**src/core/ufrm_pkg.sv**
```systemverilog
// Purpose: shared constants and types of the usb frame timer
// Assumes: 20 MHz system clock, full-speed bit rate of 12 Mbit/s
// Notes:   command codes select registers on the processor port
`default_nettype none
package ufrm_pkg;
    // clock and bit rate, in hertz
    localparam int unsigned CLK_HZ        = 20_000_000;
    localparam int unsigned BIT_HZ        = 12_000_000;
    // fractional tick accumulator, scaled down by a common factor
    localparam int unsigned RATE_DIV      = 1_000_000;
    localparam logic [4:0]  ACC_STEP      = 5'(BIT_HZ / RATE_DIV);
    localparam logic [4:0]  ACC_WRAP      = 5'(CLK_HZ / RATE_DIV);

    // command codes on the processor port
    localparam logic [7:0]  CODE_SPACING_RD = 8'h0D;
    localparam logic [7:0]  CODE_SPACING_WR = 8'h8D;
    localparam logic [7:0]  CODE_LEFT_RD    = 8'h0E;
    localparam logic [7:0]  CODE_COUNT_RD   = 8'h0F;

    // field positions
    localparam int unsigned SPACING_LSB   = 0;
    localparam int unsigned SPACING_W     = 14;
    localparam int unsigned BUDGET_LSB    = 16;
    localparam int unsigned BUDGET_W      = 15;
    localparam int unsigned TOGGLE_BIT    = 31;
    localparam int unsigned COUNT_W       = 16;

    // values after reset
    localparam logic [13:0] SPACING_RST   = 14'h2EDF;
    localparam logic [14:0] BUDGET_RST    = 15'h0000;
    localparam logic [13:0] LEFT_RST      = 14'h0000;
    localparam logic [15:0] COUNT_RST     = 16'h0000;

    // one processor command
    typedef struct packed {
        logic        valid;
        logic [7:0]  code;
        logic [31:0] wdata;
    } ufrm_cmd_t;

    // one register read answer
    typedef struct packed {
        logic        valid;
        logic [31:0] rdata;
    } ufrm_rsp_t;
endpackage
`default_nettype wire

```
**src/core/ufrm_timer.sv**
```systemverilog
// Purpose: frame length, bits-left counter and frame number of a usb host
// Assumes: command port and control levels are synchronous to i_clk
// Notes:   bit tick is a fractional divider, average 12 MHz from 20 MHz
//          soft reset holds every reload off, so no start pulse escapes it
//          tick spacing jitters by a clock; only the average rate is exact
//          the largest-packet counter is only loaded here, spent elsewhere
//
// What this block does
// - interval register bits 13..0 hold frame length, default 11999
// - load budget bits 30..16 into largest-packet counter each frame start
// - controller soft reset returns frame length to its default
// - 14-bit bits-left counter in bits 13..0, decremented each bit time
// - at zero, interval toggle copies into read-only bit 31
// - entering operational state reloads counter from frame length
// - 16-bit frame number increments on every counter reload
// - frame number wraps from FFFF to 0000 silently
// - entering operational state increments frame number itself
// - every frame number increment sets the start-of-frame flag
// - interval register read with code 0D, written with code 8D
// - remaining (0E) and number (0F) registers are read-only
// - start-of-frame interrupt needs its enable and master enable
`default_nettype none
module ufrm_timer
    import ufrm_pkg::*;
(
    // clock and reset
    input  wire logic        i_clk,
    input  wire logic        i_sys_rst,
    // controller state
    input  wire logic        i_controller_soft_reset,
    input  wire logic        i_operational_state,
    input  wire logic        i_period_start_irq_enable,
    input  wire logic        i_master_irq_enable,
    // processor command port
    input  wire ufrm_cmd_t   i_cmd,
    output ufrm_rsp_t        o_rsp,
    // frame outputs
    output logic             o_bit_tick,
    output logic             o_period_start_status,
    output logic             o_period_start_irq,
    output logic [14:0]      o_largest_packet_budget,
    output logic [15:0]      o_period_count
);

    logic [4:0]  acc_r;
    logic        tick_r;
    logic        oper_d_r;
    logic        oper_rise;
    logic        reload;
    logic        frame_end;
    logic [13:0] sof_spacing_bits_r;
    logic [14:0] largest_packet_budget_r;
    logic        spacing_toggle_r;
    logic [13:0] bits_left_in_period_r;
    logic        bits_left_toggle_r;
    logic [15:0] period_count_r;
    logic        sof_r;
    logic        irq_r;
    ufrm_rsp_t   rsp_r;
    logic [31:0] rd_nxt;
    logic        rd_hit;
    logic        wr_hit;

    // reads have the top code bit clear, writes have it set
    function automatic logic is_read_code(input logic [7:0] code);
        return ~code[7];
    endfunction

    // command decode, shared by the register update and the answer
    assign rd_hit = i_cmd.valid & is_read_code(i_cmd.code);
    // only the one write code reaches the interval register
    assign wr_hit = i_cmd.valid & (i_cmd.code == CODE_SPACING_WR);

    // acc stays below 20, so acc plus step still fits five bits
    // fractional tick divider
    always_ff @(posedge i_clk) begin
        if (i_sys_rst) begin
            acc_r  <= 5'h00;
            tick_r <= 1'b0;
        end else if (acc_r + ACC_STEP >= ACC_WRAP) begin
            acc_r  <= 5'(acc_r + ACC_STEP - ACC_WRAP);
            tick_r <= 1'b1;
        end else begin
            acc_r  <= 5'(acc_r + ACC_STEP);
            tick_r <= 1'b0;
        end
    end

    // operational entry edge, same clock domain so no synchroniser
    always_ff @(posedge i_clk) begin
        if (i_sys_rst) begin
            oper_d_r <= 1'b0;
        end else begin
            oper_d_r <= i_operational_state;
        end
    end

    assign oper_rise = i_operational_state & ~oper_d_r;
    // counter at zero on a bit boundary closes the frame
    assign frame_end = i_operational_state & oper_d_r & tick_r
                     & (bits_left_in_period_r == LEFT_RST);
    // soft reset holds reloads off, so no start pulse or interrupt
    // leaves while the counters are forced to zero
    assign reload    = ~i_controller_soft_reset & (oper_rise | frame_end);

    // write decode for the interval register
    // soft reset restores the frame length, toggle and budget too
    always_ff @(posedge i_clk) begin
        if (i_sys_rst || i_controller_soft_reset) begin
            sof_spacing_bits_r      <= SPACING_RST;
            largest_packet_budget_r <= BUDGET_RST;
            spacing_toggle_r        <= 1'b0;
        end else if (wr_hit) begin
            sof_spacing_bits_r      <= i_cmd.wdata[SPACING_LSB +: SPACING_W];
            largest_packet_budget_r <= i_cmd.wdata[BUDGET_LSB +: BUDGET_W];
            spacing_toggle_r        <= i_cmd.wdata[TOGGLE_BIT];
        end
    end

    // bits-left counter; counters also clear on soft reset
    // frozen while not operational; leaving that state keeps the value
    always_ff @(posedge i_clk) begin
        if (i_sys_rst || i_controller_soft_reset) begin
            bits_left_in_period_r <= LEFT_RST;
            bits_left_toggle_r    <= 1'b0;
        end else if (reload) begin
            bits_left_in_period_r <= sof_spacing_bits_r;
            bits_left_toggle_r    <= oper_rise ? bits_left_toggle_r : spacing_toggle_r;
        end else if (i_operational_state && tick_r) begin
            bits_left_in_period_r <= bits_left_in_period_r - 14'h0001;
        end
    end

    // frame number and start-of-frame pulse
    // the number holds while not operational; only a reset clears it
    always_ff @(posedge i_clk) begin
        if (i_sys_rst || i_controller_soft_reset) begin
            period_count_r <= COUNT_RST;
            sof_r          <= 1'b0;
        end else begin
            sof_r <= 1'b0;
            if (reload) begin
                period_count_r <= period_count_r + 16'h0001;
                sof_r          <= 1'b1;
            end
        end
    end

    // largest-packet counter, interrupt request
    always_ff @(posedge i_clk) begin
        if (i_sys_rst) begin
            o_largest_packet_budget <= BUDGET_RST;
            irq_r                   <= 1'b0;
        end else begin
            if (reload) begin
                o_largest_packet_budget <= largest_packet_budget_r;
            end
            // enables sampled in the reload cycle, no sticky state here
            // gated by both enables
            irq_r <= reload & i_period_start_irq_enable & i_master_irq_enable;
        end
    end

    // reserved bits of every register read back as zero
    // read mux; no write code exists for 0E or 0F
    always_comb begin
        rd_nxt = 32'h0000_0000;
        case (i_cmd.code)
            CODE_SPACING_RD: begin
                rd_nxt[SPACING_LSB +: SPACING_W] = sof_spacing_bits_r;
                rd_nxt[BUDGET_LSB +: BUDGET_W]   = largest_packet_budget_r;
                rd_nxt[TOGGLE_BIT]               = spacing_toggle_r;
            end
            CODE_LEFT_RD: begin
                rd_nxt[SPACING_LSB +: SPACING_W] = bits_left_in_period_r;
                rd_nxt[TOGGLE_BIT]               = bits_left_toggle_r;
            end
            CODE_COUNT_RD: begin
                rd_nxt[COUNT_W-1:0] = period_count_r;
            end
            default: begin
                rd_nxt = 32'h0000_0000; // unmapped reads return zero
            end
        endcase
    end

    // read answer one cycle after a read code; writes give no answer
    always_ff @(posedge i_clk) begin
        if (i_sys_rst) begin
            rsp_r <= '0;
        end else begin
            rsp_r.valid <= rd_hit;
            // zero data while no answer stands keeps the port quiet
            rsp_r.rdata <= rd_hit ? rd_nxt : 32'h0000_0000;
        end
    end

    // all outputs come straight from flops
    assign o_rsp                 = rsp_r;
    assign o_bit_tick            = tick_r;
    assign o_period_start_status = sof_r;
    assign o_period_start_irq    = irq_r;
    assign o_period_count        = period_count_r;

endmodule // ufrm_timer
`default_nettype wire
```
**config.mk**
```make
export PLATFORM = sky130hd
export DESIGN_NAME = ufrm_timer
export DESIGN_NICKNAME = d
export VERILOG_FILES = /design/src/core/ufrm_pkg.sv /design/src/core/ufrm_timer.sv
export SDC_FILE = /design/constraint.sdc
export NUM_CORES = 1
export LEC_CHECK = 0
export ABC_CLOCK_PERIOD_IN_PS = 5020
export BUFFER_PORTS_ARGS = -buffer_cell sky130_fd_sc_hd__buf_4
export CAP_MARGIN = 20
export CORE_MARGIN = 2
export CORE_UTILIZATION = 35
export CTS_BUF_LIST = sky130_fd_sc_hd__clkbuf_2 sky130_fd_sc_hd__clkbuf_4 sky130_fd_sc_hd__clkbuf_8
export CTS_CLUSTER_DIAMETER = 80
export DETAILED_ROUTE_END_ITERATION = 6
export PLACE_DENSITY = 0.63
export SYNTH_ARGS = -nofsm -noshare
export SYNTH_HDL_FRONTEND = slang
export SYNTH_SLANG_ARGS = --single-unit
```
**constraint.sdc**
```tcl
create_clock -name i_clk -period 5.02 [get_ports i_clk]
set_clock_uncertainty 0.15 [all_clocks]
set_input_delay 0 -clock i_clk [delete_from_list [all_inputs] [get_ports i_clk]]
set_output_delay 0 -clock i_clk [all_outputs]
set_load 0.05 [all_outputs]
```
==> metrics.yaml <==
status: "finished, violations left"
violations: "negative hold slack"
intPower_mw: 1.42
n_fill_cell: 1244
rows: 42
clkTransAtPathRegs_ps: 70
seq_area_um2: 2320
cts_root_buffer: "clkbuf_8"
cp.required_ps: 5190
end_kind: "flip-flop"
grt_pass1_wl_mm: 19.8
cp_slowest_cell: "or2_1"
synth_mux_area_share_pct: 3.61
multi_input_area_um2: 2150
initial_core_util_pct: 35.5
peakVddDrop_mv: 0.143
io_buffer_count: 111
layout.nets: 718
die_h_um: 119
dpl_cell_area_um2: 5570
dr.pass1.iters: 4
crit_type: "reg -> reg"
power_switching_share_pct: 28.9
grt_usage_pct: 17.7
layout_commonest_cell: "buf_4"
synth-xor-area-share_pct: 4.90
timing.final.crit_share_pct: 58.0
avgViaCountPerCell: 4.89
p_per_area_nw_per_um2: 313
grt_max_degree: 49
fin_hold_ws_ps: -3.13
synth-compound-area-share_pct: 10.6
setup_tns_ps: 0
hold_path.class: "in -> reg"
drtAntennaViolNets: 0
cp.arrival_ps: 3080
pwr-share-comb_pct: 15.3
layout-drive-gt1-share_pct: 26.4
clock.fmax_ghz: 0.344
tightest_slew_ps: 1020
drc: 0
yosys_warnings: 0
finish.utilization_pct: 48.7
crit_top_cell: "buf_4"
avgSynthCellArea_um2: 8.98
crit_chain: "inv_1 -> ha_1 -> nor3b_1 -> a41oi_2 -> buf_4 -> or2_1 -> buf_4 -> nor2_1 -> a211oi_1"
synthArstFlopShare_pct: 0
fin_area_um2: 6370
slowest_delay_ps: 590
gp_congestion: 0.818
synth_nets: 571
antenna_cells: 0
clk_latency_ps: 420
synth-edff-count: 0
cts_inserted_buffers: 17
synth_top_family_by_area: "simple AND/OR/NAND/NOR gates"
stdcell_count: 854
synthAdderAreaFrac_pct: 1.61
cts_htree_levels: 4
syn_to_final_growth_pct: 36.9
core-area_um2: 13100
syn_inst: 518
cts_tree: "built"
die_x_um: 119
clkPwrFrac_pct: 35.9
slew-limit-headroom_pct: 32.2
die-area_um2: 14200
ys_ff_latch: 116
grt_overflow: 0
pin_count: 114
cts_max_path_buffers: 2
final_cell_mix: "buf_4, dfxtp_1, nand2_1"
wl_per_cell_um: 14.6
antenna_found_initial: 0
setup_viol: 0
post_cts_resized: 0
drt_wl_total_mm: 12.5
place_hpwl_mm: 8.36
startpoint_type: "flip-flop"
path_max_fanout: 32
vias: 4174
p_seq_share_pct: 48.8
maxCapViolations: 0
hold_violations: 1
synth_cell_types: 40
post_synth_instance_area_um2: 4650
drt_iter0_markers: 305
synth_ff_type: "dfxtp_1"
p_leak_nw: 2.49
cts_setup_buffers: 0
synth_seq_area_share_pct: 49.9
clock-sinks: 116
grt_pass1_vias: 4040
post-place-cells: 777
p_sw_mw: 0.575
grt_setup_unrepaired: "no"
post-route-min-period_ps: 2910
yosys.area_share.simple_pct: 25.4
maxSlewViolCount: 0
## routing by layer
metal  up-vias  GRT usage (%)  share of wire, %
met2       121           29.8                49
met4         0           8.26               2.9
met1      1970           21.3                43
met5         -              0                 0
met3        25           4.17               5.3
li1       2058              -                 -
## what timing repair did
item,4_1_cts,5_1_grt
setup endpoints to repair,0,0
hold buffers,42,0
endpoints found under the hold margin,81,0
## critical path: cells and delay by family (launching register included)
family / cells / cell delay (ps)
flip-flops: 1 / 420
buffers and inverters: 3 / 830
adder cells (fa/ha/maj): 1 / 190
AO/OA/AOI/OAI: 2 / 410
AND/OR/NAND/NOR: 3 / 790
## registers in the layout, summed over array words and instances, names as in the netlist
signal / flops
bits_left_toggle_r: 1
spacing_toggle_r: 1
oper_d_r: 1
o_largest_packet_budget: 15
o_period_start_status: 1
bits_left_in_period_r: 14
o_period_start_irq: 1
o_bit_tick: 1
sof_spacing_bits_r: 14
o_rsp: 33
o_period_count: 16
acc_r: 3
largest_packet_budget_r: 15
## synth_stat cells, drive strengths merged, types with 7 or more instances
library cell	count	share of area, %
dfxtp	116	50
nand2	106	8.6
nor2	46	3.7
a21oi	44	4.7
clkbuf	22	1.8
nand3	20	2.2
and2	17	2.3
xnor2	17	3.2
a22oi	15	2.4
mux2	14	3.4
nor4	11	2.9
buf	10	1.7
a211oi	9	1.5
o21ai	9	0.97
xor2	9	1.7
nor3	7	0.75
## stage by stage
| step | total power [mW] | setup slack, ps |
|---|---|---|
| 2_1_floorplan | 1.19 | 2850 |
| 3_5_place_dp | 1.27 | 2110 |
| 6_report | 1.99 | 2110 |
| 5_1_grt | 2.08 | 1910 |
| 4_1_cts | 2.01 | 2080 |
| 3_3_place_gp | 1.25 | 2190 |
## final timing paths
| kind | start | end | slack (ps) | depth (start not counted) |
|---|---|---|---|---|
| worst max register to register | bits_left_in_period_r[1]$_SDFFE_PP0P_ | bits_left_in_period_r[4]$_SDFFE_PP0P_ | 2110 | 9 |
| worst min register to register | o_largest_packet_budget[1]$_SDFFE_PP0P_ | o_largest_packet_budget[1]$_SDFFE_PP0P_ | 310 | 2 |
| worst min-delay path | i_cmd[37] | o_rsp[2]$_SDFF_PP0_ | -3 | 4 |
| worst max-delay path | bits_left_in_period_r[1]$_SDFFE_PP0P_ | bits_left_in_period_r[4]$_SDFFE_PP0P_ | 2110 | 9 |
## cell type report
| cell class | count | share of cell area, % |
|---|---|---|
| Inverter | 5 | 0.295 |
| Sequential cell | 116 | 36.5 |
| Tap cell | 176 | 3.46 |
| Clock inverter | 14 | 1.43 |
| Clock buffer | 18 | 3.79 |
| Multi-Input combinational cell | 365 | 33.7 |
| Timing Repair Buffer | 160 | 20.8 |
## power by group through the flow
stage | sequential, mW | combinational [mW] | clock (mW)
2_1_floorplan | 1.01 | 0.186 | 0
3_3_place_gp | 0.990 | 0.262 | 0
3_5_place_dp | 0.992 | 0.275 | 0
4_1_cts | 0.971 | 0.302 | 0.734
5_1_grt | 0.975 | 0.332 | 0.773
6_report | 0.972 | 0.304 | 0.714
## logic make-up after synthesis
| kind of cell | Yosys count |
|---|---|
| AND/OR/NAND/NOR | 236 |
| AO/OA/AOI/OAI | 82 |
| XOR/XNOR | 26 |
| multiplexers | 15 |
| flip-flops | 116 |
| adder cells (fa/ha/maj) | 6 |
| buffers and inverters | 37 |
Note: power is estimated with default switching activity, not from simulation.
